==> config.mk <==
export PLATFORM = sky130hd
export DESIGN_NAME = csil_top
export DESIGN_NICKNAME = d
export VERILOG_FILES = /design/src/logic/csil_pkg.sv /design/src/logic/csil_top.sv
export VERILOG_INCLUDE_DIRS = /design/src /design/src/logic
export SDC_FILE = /design/constraint.sdc
export NUM_CORES = 1
export LEC_CHECK = 0
export BUFFER_PORTS_ARGS = -buffer_cell sky130_fd_sc_hd__buf_2
export CAP_MARGIN = 20
export CORE_MARGIN = 4
export CORE_UTILIZATION = 50
export DETAILED_ROUTE_END_ITERATION = 12
export GPL_TIMING_DRIVEN = 0
export PLACE_DENSITY_LB_ADDON = 0.3
export SYNTH_ARGS = -nofsm -noshare
export SYNTH_HDL_FRONTEND = slang
export SYNTH_SLANG_ARGS = --single-unit
export TNS_END_PERCENT = 5
==> constraint.sdc <==
create_clock -name hclk -period 5.1 [get_ports hclk]
set_input_delay 0.255 -clock hclk [delete_from_list [all_inputs] [get_ports hclk]]
set_output_delay 0.255 -clock hclk [all_outputs]
set_load 0.01 [all_outputs]
==> src/logic/csil_defs.svh <==
// Purpose: offsets, field positions, reset values and counts of the
//          status word and vector level block
// Assumes: register indices are word indices; byte address is index*4
// Notes:   definitions only
`ifndef CSIL_DEFS_SVH
`define CSIL_DEFS_SVH
`define CSIL_IDX_LVL_AL 16'h7f02
`define CSIL_IDX_LVL_AH 16'h7f03
`define CSIL_IDX_LVL_BL 16'h7f04
`define CSIL_IDX_LVL_BH 16'h7f05
`define CSIL_IDX_PSW 16'h7f10
`define CSIL_IDX_STAT 16'h7f11
`define CSIL_IDX_MASK 16'h7f12
`define CSIL_PSW_Z8 0
`define CSIL_PSW_Z16 1
`define CSIL_PSW_CY 2
`define CSIL_PSW_HC 3
`define CSIL_PSW_OV 4
`define CSIL_PSW_P 5
`define CSIL_PSW_S 6
`define CSIL_PSW_IE 7
`define CSIL_PSW_IL_LSB 8
`define CSIL_PSW_WS 11
`define CSIL_PSW_N_LSB 12
`define CSIL_PSW_RST 16'h0000
`define CSIL_LVL_RST 8'h00
`define CSIL_EV_RST 3'h0
`define CSIL_EV_ENTRY 0
`define CSIL_EV_RET 1
`define CSIL_EV_EXCBLK 2
`define CSIL_VEC_BASE 16'h8000
`define CSIL_ENTRY_CYC 3
`endif

==> src/logic/csil_pkg.sv <==
// Purpose: types shared by the status word and vector level block
// Assumes: one clock domain
// Notes:   op kinds are one-hot
package csil_pkg;
  typedef enum logic [5:0] {
    CSIL_OP_XFER8 = 6'h01,
    CSIL_OP_XFER16 = 6'h02,
    CSIL_OP_ARITH = 6'h04,
    CSIL_OP_SHIFT = 6'h08,
    CSIL_OP_MDIV_U = 6'h10,
    CSIL_OP_MDIV_S = 6'h20
  } csil_op_e;
  typedef struct packed {
    logic valid;
    csil_op_e kind;
    logic [15:0] result;
    logic carry;
    logic half_carry;
    logic overflow;
    logic [3:0] reg_index;
  } csil_op_t;
  typedef struct packed {
    logic push_valid;
    logic [15:0] push_data;
    logic branch_valid;
    logic [15:0] vector;
  } csil_entry_t;
  typedef enum logic [3:0] {
    CSIL_ST_IDLE = 4'h1,
    CSIL_ST_PUSH_PC = 4'h2,
    CSIL_ST_PUSH_PSW = 4'h4,
    CSIL_ST_BRANCH = 4'h8
  } csil_state_e;
endpackage : csil_pkg

==> src/logic/csil_top.sv <==
// Purpose: cpu status word, vector level registers and interrupt accept
// Assumes: requests and core strobes come from logic on hclk
// Notes:   ahb-lite slave, zero wait states, always okay
//
// Added by the designer: register access over AHB-Lite.
`timescale 1ns/1ns
`include "csil_defs.svh"
module csil_top (
  // clock and reset
  input wire logic hclk,
  input wire logic hresetn,
  // ahb-lite slave
  input wire logic hsel,
  input wire logic [31:0] haddr,
  input wire logic [1:0] htrans,
  input wire logic hwrite,
  input wire logic [2:0] hsize,
  input wire logic [31:0] hwdata,
  input wire logic hready,
  output logic hreadyout,
  output logic hresp,
  output logic [31:0] hrdata,
  // cpu core
  input wire csil_pkg::csil_op_t op,
  input wire logic psw_wr_en,
  input wire logic [15:0] psw_wr_data,
  input wire logic instr_boundary,
  input wire logic [15:0] cur_pc,
  input wire logic return_from_handler,
  input wire logic [15:0] ret_psw,
  output logic [15:0] cpu_status_word,
  output csil_pkg::csil_entry_t entry,
  // exception control write gate
  input wire logic exc_wr_req,
  output logic exc_wr_grant,
  // peripheral requests
  input wire logic [15:0] irq_req,
  output logic irq_o
);
  import csil_pkg::*;

  localparam logic [31:0] A_LVL0 = {14'h0000, `CSIL_IDX_LVL_AL, 2'b00};
  localparam logic [31:0] A_LVL1 = {14'h0000, `CSIL_IDX_LVL_AH, 2'b00};
  localparam logic [31:0] A_LVL2 = {14'h0000, `CSIL_IDX_LVL_BL, 2'b00};
  localparam logic [31:0] A_LVL3 = {14'h0000, `CSIL_IDX_LVL_BH, 2'b00};
  localparam logic [31:0] A_PSW = {14'h0000, `CSIL_IDX_PSW, 2'b00};
  localparam logic [31:0] A_STAT = {14'h0000, `CSIL_IDX_STAT, 2'b00};
  localparam logic [31:0] A_MASK = {14'h0000, `CSIL_IDX_MASK, 2'b00};
  localparam int ENTRY_CYC = `CSIL_ENTRY_CYC;

  logic [15:0] psw_ff;
  logic [15:0] nxt_psw;
  logic [7:0] lvl_ff [4];
  logic [2:0] stat_ff;
  logic [2:0] mask_ff;
  logic ap_wr_ff;
  logic [31:0] ap_addr_ff;
  logic hold_ff;
  csil_state_e st_ff;
  csil_state_e nxt_st;
  logic [15:0] push_data_ff;
  logic [15:0] psw_save_ff;
  logic [15:0] vec_ff;

  // bus address phase; hsize is not checked, only word transfers occur
  wire ahb_go = hsel && htrans[1] && hready;
  wire hit_psw = (ap_addr_ff == A_PSW);
  wire hit_stat = (ap_addr_ff == A_STAT);
  wire hit_mask = (ap_addr_ff == A_MASK);
  wire [3:0] hit_lvl = {ap_addr_ff == A_LVL3, ap_addr_ff == A_LVL2,
                        ap_addr_ff == A_LVL1, ap_addr_ff == A_LVL0};
  wire [3:0] wr_lvl = hit_lvl & {4{ap_wr_ff}};
  wire wr_psw = ap_wr_ff && hit_psw;
  wire wr_stat = ap_wr_ff && hit_stat;
  wire wr_mask = ap_wr_ff && hit_mask;

  always_ff @(posedge hclk or negedge hresetn) begin
    if (!hresetn) begin
      ap_wr_ff <= 1'b0;
      ap_addr_ff <= 32'h0000_0000;
    end else begin
      ap_wr_ff <= ahb_go && hwrite;
      ap_addr_ff <= ahb_go ? haddr : ap_addr_ff;
    end
  end

  assign hreadyout = 1'b1;
  assign hresp = 1'b0;
  // read data is chosen in the data phase so a write just before is seen
  assign hrdata = hit_psw ? {16'h0000, psw_ff} :
                  hit_lvl[0] ? {24'h00_0000, lvl_ff[0]} :
                  hit_lvl[1] ? {24'h00_0000, lvl_ff[1]} :
                  hit_lvl[2] ? {24'h00_0000, lvl_ff[2]} :
                  hit_lvl[3] ? {24'h00_0000, lvl_ff[3]} :
                  hit_stat ? {29'h0000_0000, stat_ff} :
                  hit_mask ? {29'h0000_0000, mask_ff} : 32'h0000_0000;

  // level registers, four 2-bit fields each
  always_ff @(posedge hclk or negedge hresetn) begin
    if (!hresetn) begin
      for (int k = 0; k < 4; k++) begin
        lvl_ff[k] <= `CSIL_LVL_RST;
      end
    end else begin
      for (int k = 0; k < 4; k++) begin
        if (wr_lvl[k]) begin
          lvl_ff[k] <= hwdata[7:0];
        end
      end
    end
  end

  wire [2:0] cur_il = psw_ff[`CSIL_PSW_IL_LSB +: 3];
  wire ie = psw_ff[`CSIL_PSW_IE];
  logic [1:0] vlvl [16];
  logic [15:0] elig;
  logic [15:0] m3;
  logic [15:0] m2;
  logic [15:0] m1;

  genvar gi;
  generate
    for (gi = 0; gi < 16; gi++) begin : g_vec
      // vector 8000h+4*gi sits in register gi/4, field gi%4
      assign vlvl[gi] = lvl_ff[gi / 4][(gi % 4) * 2 +: 2];
      assign elig[gi] = irq_req[gi] && (vlvl[gi] != 2'b00) &&
                        ({1'b0, vlvl[gi]} > cur_il);
      assign m3[gi] = elig[gi] && (vlvl[gi] == 2'b11);
      assign m2[gi] = elig[gi] && (vlvl[gi] == 2'b10);
      assign m1[gi] = elig[gi] && (vlvl[gi] == 2'b01);
    end
  endgenerate

  function automatic logic [3:0] csil_lowest(input logic [15:0] m);
    logic [3:0] r;
    r = 4'h0;
    for (int j = 15; j >= 0; j--) begin
      if (m[j]) begin
        r = 4'(j);
      end
    end
    return r;
  endfunction : csil_lowest

  wire [15:0] sel_mask = (|m3) ? m3 : (|m2) ? m2 : m1;
  wire [3:0] win_idx = csil_lowest(sel_mask);
  wire [1:0] win_lvl = vlvl[win_idx];
  wire [15:0] win_vec = `CSIL_VEC_BASE + {10'h000, win_idx, 2'b00};

  // no acceptance at the boundary right after a return
  wire accept = (st_ff == CSIL_ST_IDLE) && ie && instr_boundary &&
                !hold_ff && (|elig);

  always_comb begin
    nxt_st = st_ff;
    unique case (st_ff)
      CSIL_ST_IDLE: nxt_st = accept ? CSIL_ST_PUSH_PC : CSIL_ST_IDLE;
      CSIL_ST_PUSH_PC: nxt_st = CSIL_ST_PUSH_PSW;
      CSIL_ST_PUSH_PSW: nxt_st = CSIL_ST_BRANCH;
      CSIL_ST_BRANCH: nxt_st = CSIL_ST_IDLE;
      default: nxt_st = CSIL_ST_IDLE;
    endcase
  end

  always_ff @(posedge hclk or negedge hresetn) begin
    if (!hresetn) begin
      st_ff <= CSIL_ST_IDLE;
      hold_ff <= 1'b0;
      push_data_ff <= 16'h0000;
      psw_save_ff <= 16'h0000;
      vec_ff <= 16'h0000;
    end else begin
      st_ff <= nxt_st;
      hold_ff <= return_from_handler ? 1'b1 :
                 instr_boundary ? 1'b0 : hold_ff;
      psw_save_ff <= accept ? psw_ff : psw_save_ff;
      push_data_ff <= accept ? cur_pc :
                      (st_ff == CSIL_ST_PUSH_PC) ? psw_save_ff :
                      push_data_ff;
      vec_ff <= accept ? win_vec : vec_ff;
    end
  end

  assign entry.push_valid = (st_ff == CSIL_ST_PUSH_PC) ||
                            (st_ff == CSIL_ST_PUSH_PSW);
  assign entry.push_data = push_data_ff;
  assign entry.branch_valid = (st_ff == CSIL_ST_BRANCH);
  assign entry.vector = vec_ff;

  // flag update from a finished transfer or operation
  function automatic logic [15:0] csil_flags(input logic [15:0] ps,
                                             input csil_op_t o);
    logic [15:0] p;
    logic b8;
    logic md;
    p = ps;
    b8 = (o.kind == CSIL_OP_XFER8);
    md = (o.kind == CSIL_OP_MDIV_U) || (o.kind == CSIL_OP_MDIV_S);
    p[`CSIL_PSW_Z8] = (o.result[7:0] == 8'h00);
    p[`CSIL_PSW_Z16] = b8 ? (o.result[7:0] == 8'h00) :
                       (o.result == 16'h0000);
    p[`CSIL_PSW_P] = b8 ? ^o.result[7:0] : ^o.result;
    p[`CSIL_PSW_S] = b8 ? o.result[7] : o.result[15];
    if (o.kind == CSIL_OP_ARITH) begin
      p[`CSIL_PSW_CY] = o.carry;
      p[`CSIL_PSW_HC] = o.half_carry;
      p[`CSIL_PSW_OV] = o.overflow;
    end
    if (o.kind == CSIL_OP_SHIFT) begin
      p[`CSIL_PSW_CY] = o.carry;
    end
    if (md) begin
      p[`CSIL_PSW_HC] = 1'b0;
      p[`CSIL_PSW_OV] = 1'b0;
      p[`CSIL_PSW_N_LSB +: 4] = 4'h0;
      p[`CSIL_PSW_CY] = (o.kind == CSIL_OP_MDIV_S) ?
                        p[`CSIL_PSW_S] : 1'b0;
    end else begin
      p[`CSIL_PSW_N_LSB +: 4] = o.reg_index;
    end
    return p;
  endfunction : csil_flags

  // whole-word writes win over flag and level updates in the same cycle
  always_comb begin
    nxt_psw = psw_ff;
    if (op.valid) begin
      nxt_psw = csil_flags(psw_ff, op);
    end
    if (accept) begin
      nxt_psw[`CSIL_PSW_IL_LSB +: 3] = {1'b0, win_lvl};
    end
    if (return_from_handler) begin
      nxt_psw[`CSIL_PSW_IL_LSB +: 3] = ret_psw[`CSIL_PSW_IL_LSB +: 3];
    end
    if (psw_wr_en) begin
      nxt_psw = psw_wr_data;
    end
    if (wr_psw) begin
      nxt_psw = hwdata[15:0];
    end
  end

  always_ff @(posedge hclk or negedge hresetn) begin
    if (!hresetn) begin
      psw_ff <= `CSIL_PSW_RST;
    end else begin
      psw_ff <= nxt_psw;
    end
  end

  assign cpu_status_word = psw_ff;
  assign exc_wr_grant = exc_wr_req && psw_ff[`CSIL_PSW_WS];
  wire exc_blocked = exc_wr_req && !psw_ff[`CSIL_PSW_WS];

  // sticky events; a new event wins over a write-one-to-clear
  wire [2:0] ev = {exc_blocked, return_from_handler, accept};
  wire [2:0] w1c = wr_stat ? hwdata[2:0] : 3'h0;

  always_ff @(posedge hclk or negedge hresetn) begin
    if (!hresetn) begin
      stat_ff <= `CSIL_EV_RST;
      mask_ff <= `CSIL_EV_RST;
    end else begin
      stat_ff <= (stat_ff & ~w1c) | ev;
      mask_ff <= wr_mask ? hwdata[2:0] : mask_ff;
    end
  end

  assign irq_o = |(stat_ff & mask_ff);

  wire upd_ok = !psw_wr_en && !wr_psw;
endmodule : csil_top

==> qor.txt <==
Seq/Total Area, Yosys: 36.9%
initial antenna violation count: 0
IO Count: 258
depth of the CTS H-tree: 4
TritonCTS clock tree: yes
Post-Route Setup TNS: 0 ps
Total GRT Usage: 27.4%
Worst-Margin Slew: 844 ps
DRC: 0
total CTS buffers: 17
Die X: 140 µm
TritonRoute pass-1 iters: 9
count of distinct cell types in the synthesized netlist: 83
Vias: 7909
DIE AREA: 0.0197 mm²
Post-synth EDFFs: 0
FMAX: 202 MHz
Pwr Total: 4.06 mW
pwr dens: 371 mW/mm²
crit path cell chain: clkinvlp_4 -> buf_12 -> ha_1 -> and2b_2 -> o2111ai_1 -> o2111ai_2 -> nor4_4 -> clkbuf_4 -> mux2_2 -> a21oi_1 -> a211oi_1 -> o21ai_0 -> o2111a_1 -> nor2_2 -> buf_6 -> mux2i_1 -> mux4_2 -> nand3_1 -> and3_1
fin. max-slew vios: 0
Synth area leader: dfrtp_1
Worst path slowest cell: mux4_2
vias per cell: 5.67
Yosys top cell area share: 36.6%
Crit path arrival time: 5300 ps
unrepaired setup endpoints after global routing: true
Ant. Diodes: 0
pre-CTS WS: -254 ps
DRT Wirelength: 27100 µm
placed cell area: 0.0102 mm²
first-pass GRT wire length: 42500 µm
drt wl/cell: 19.4 µm
Ys Warns: 0
Antenna Nets Post-Route: 0
status: finished clean
Max-Cap Viols: 0
Die H: 140 µm
cell with the most instances after synthesis: dfrtp_1
Primary FF master, synth: dfrtp_1
Gate Count Post-Synth: 906
I/O Buffers: 195
Final Skew: 9.86 ps
row count: 48
Rel. slew slack: 43.8%
clock latency at the later pin of the worst-skew pair: 420 ps
critical path endpoint category: flop
largest cells by area after synthesis: dfrtp_1 37%, mux2_2 11%, ha_1 5.7%
Sink Count: 129
VDD IR max: 273 µV
global route overflow: 0
Initial Util: 50.8%
post-DP HPWL: 20500 µm
Async S/R FF share, synth: 100%
Final #Nets: 1368
Iter 0 DRT Violations: 660
final worst slack: 151 ps
Root Driver: clkbuf_16
fraction of layout cells with a size suffix above 1: 35.0%
core area: 0.0172 mm²
Final Wtd Congestion: 0.979
Clock Path Buffers: 2
Worst EP required: 5460 ps
Commonest cells post-synth: 128 x dfrtp_1, 93 x nand2_1, 86 x mux2_2, 56 x nor2_1, 55 x o21ai_0
min cycle time layout: 4950 ps
setup violators final: 0
Final Instance Area: 0.0109 mm²
Final Hold Fails: 0
Mapped Area: 0.00876 mm²
vias in the first global route: 8009
CP startpoint kind: flop
largest net degree at the start of global routing: 76
Syn Area/Cell: 9.67 µm²
Crit Path Class: flop to flop
min-delay worst type: input port to flop
Worst-path clk slew: 60 ps
Lkg Pwr: 5.15 nW
Crit Path Max Fanout: 10
slowest stage delay, CP: 500 ps
fin crit share: 97.0%
area delta synth->final: 24.7%
Synth Register Bits: 129
layout make-up:
type	count	area [µm²]
well taps	225	282
inverters	53	203
multi-input cells	686	5120
fillers	1484	6310
clock inverters	15	185
plain buffers	65	394
repair buffers	204	1080
flip-flops and latches	129	3230
clock buffers	17	425
final timing paths:
check / startpoint / end / slack, ps / cells after the start
worst min register to register: hold_ff / hold_ff / 490 / 1
worst min-delay path: hwdata[13] / cpu_status_word[13] / 40 / 3
max in group asynchronous: hresetn / ap_addr_ff[23] / 3960 / 3
min in group asynchronous: hresetn / push_data_ff[10] / 370 / 2
worst max register to register: cpu_status_word[9] / cpu_status_word[8] / 150 / 19
worst max-delay path: cpu_status_word[9] / cpu_status_word[8] / 150 / 19
layer usage:
layer | up-vias | wire [µm] | GRT usage [%]
met5 | - | 0 | 0
met4 | 0 | 824 | 9.38
met2 | 323 | 13300 | 46.5
li1 | 3750 | - | -
met3 | 72 | 2100 | 6.83
met1 | 3764 | 10800 | 34.1
cell usage in the layout, fill, tap and decap left out, drive strengths merged, types with 6 or more instances in the layout:
cell type and instances:
and2b 7, mux4 6, o21ai 56, o2111ai 26, and2 23, clkbuf 46, o211ai 12, nor2 57
nor3 11, a22oi 8, inv 55, a21oi 45, conb 29, ha 40, mux2 86, a222oi 9
dfrtp 128, nor2b 32, nor4 11, nand3 10, buf 239, o211a 6, xnor2 7, a21o 6
nand2 93, o22ai 6, mux2i 31
sequential cells by signal, summed over array words and instances, names as in the netlist:
name / count
ap_addr_ff: 32
push_data_ff: 16
stat_ff: 3
vec_ff: 5
cpu_status_word: 16
mask_ff: 3
lvl_ff: 32
ap_wr_ff: 1
hold_ff: 1
psw_save_ff: 16
st_ff: 4
repair_timing:
action                                  in CTS  in global routing
hold buffers                                 1                  0
hold endpoints to repair                    54                  0
buffers inserted                             4                  3
endpoints found under the setup margin       2                  2
gates resized for setup                      2                 14
pin swaps                                    0                  3
per-stage QoR:
step | std cells | hold slack (ps) | util, %
after floorplan | 933 | -40.6 | -
after global placement | 1353 | 456 | 58.7
after detailed placement | 1354 | 243 | 58.9
after CTS | 1391 | 29.5 | 62.8
after global routing | 1394 | 42.3 | 63.4
final | 1394 | 38.7 | 63.4
power by group:
part	internal, mW	leakage (nW)	switching, mW	total (mW)
registers	1.24	1.53	0.183	1.42
logic	0.662	3.33	0.722	1.38
clock network	0.774	0.288	0.477	1.25
total	2.68	5.15	1.38	4.06
kinds of logic after synthesis:
| family | count (synthesis) | synth area share (%) |
|---|---|---|
| AND/OR/NAND/NOR | 277 | 16.3 |
| XOR/XNOR | 10 | 0.999 |
| flip-flops | 129 | 36.9 |
| other | 2 | 0.0857 |
| adder cells (fa/ha/maj) | 40 | 5.71 |
| multiplexers | 123 | 16.3 |
| AO/OA/AOI/OAI | 207 | 17.0 |
| buffers and inverters | 118 | 6.74 |
worst max-delay path, delay by kind of cell (launching register included):
family / cells / cell delay, ps
AOI/OAI and AO/OA: 6 / 1380
adders and majority gates: 1 / 300
buffers and inverters: 4 / 880
DFF: 1 / 430
muxes: 3 / 980
and+or+nand+nor: 5 / 910
No activity file was read; power rests on OpenSTA's default activity.
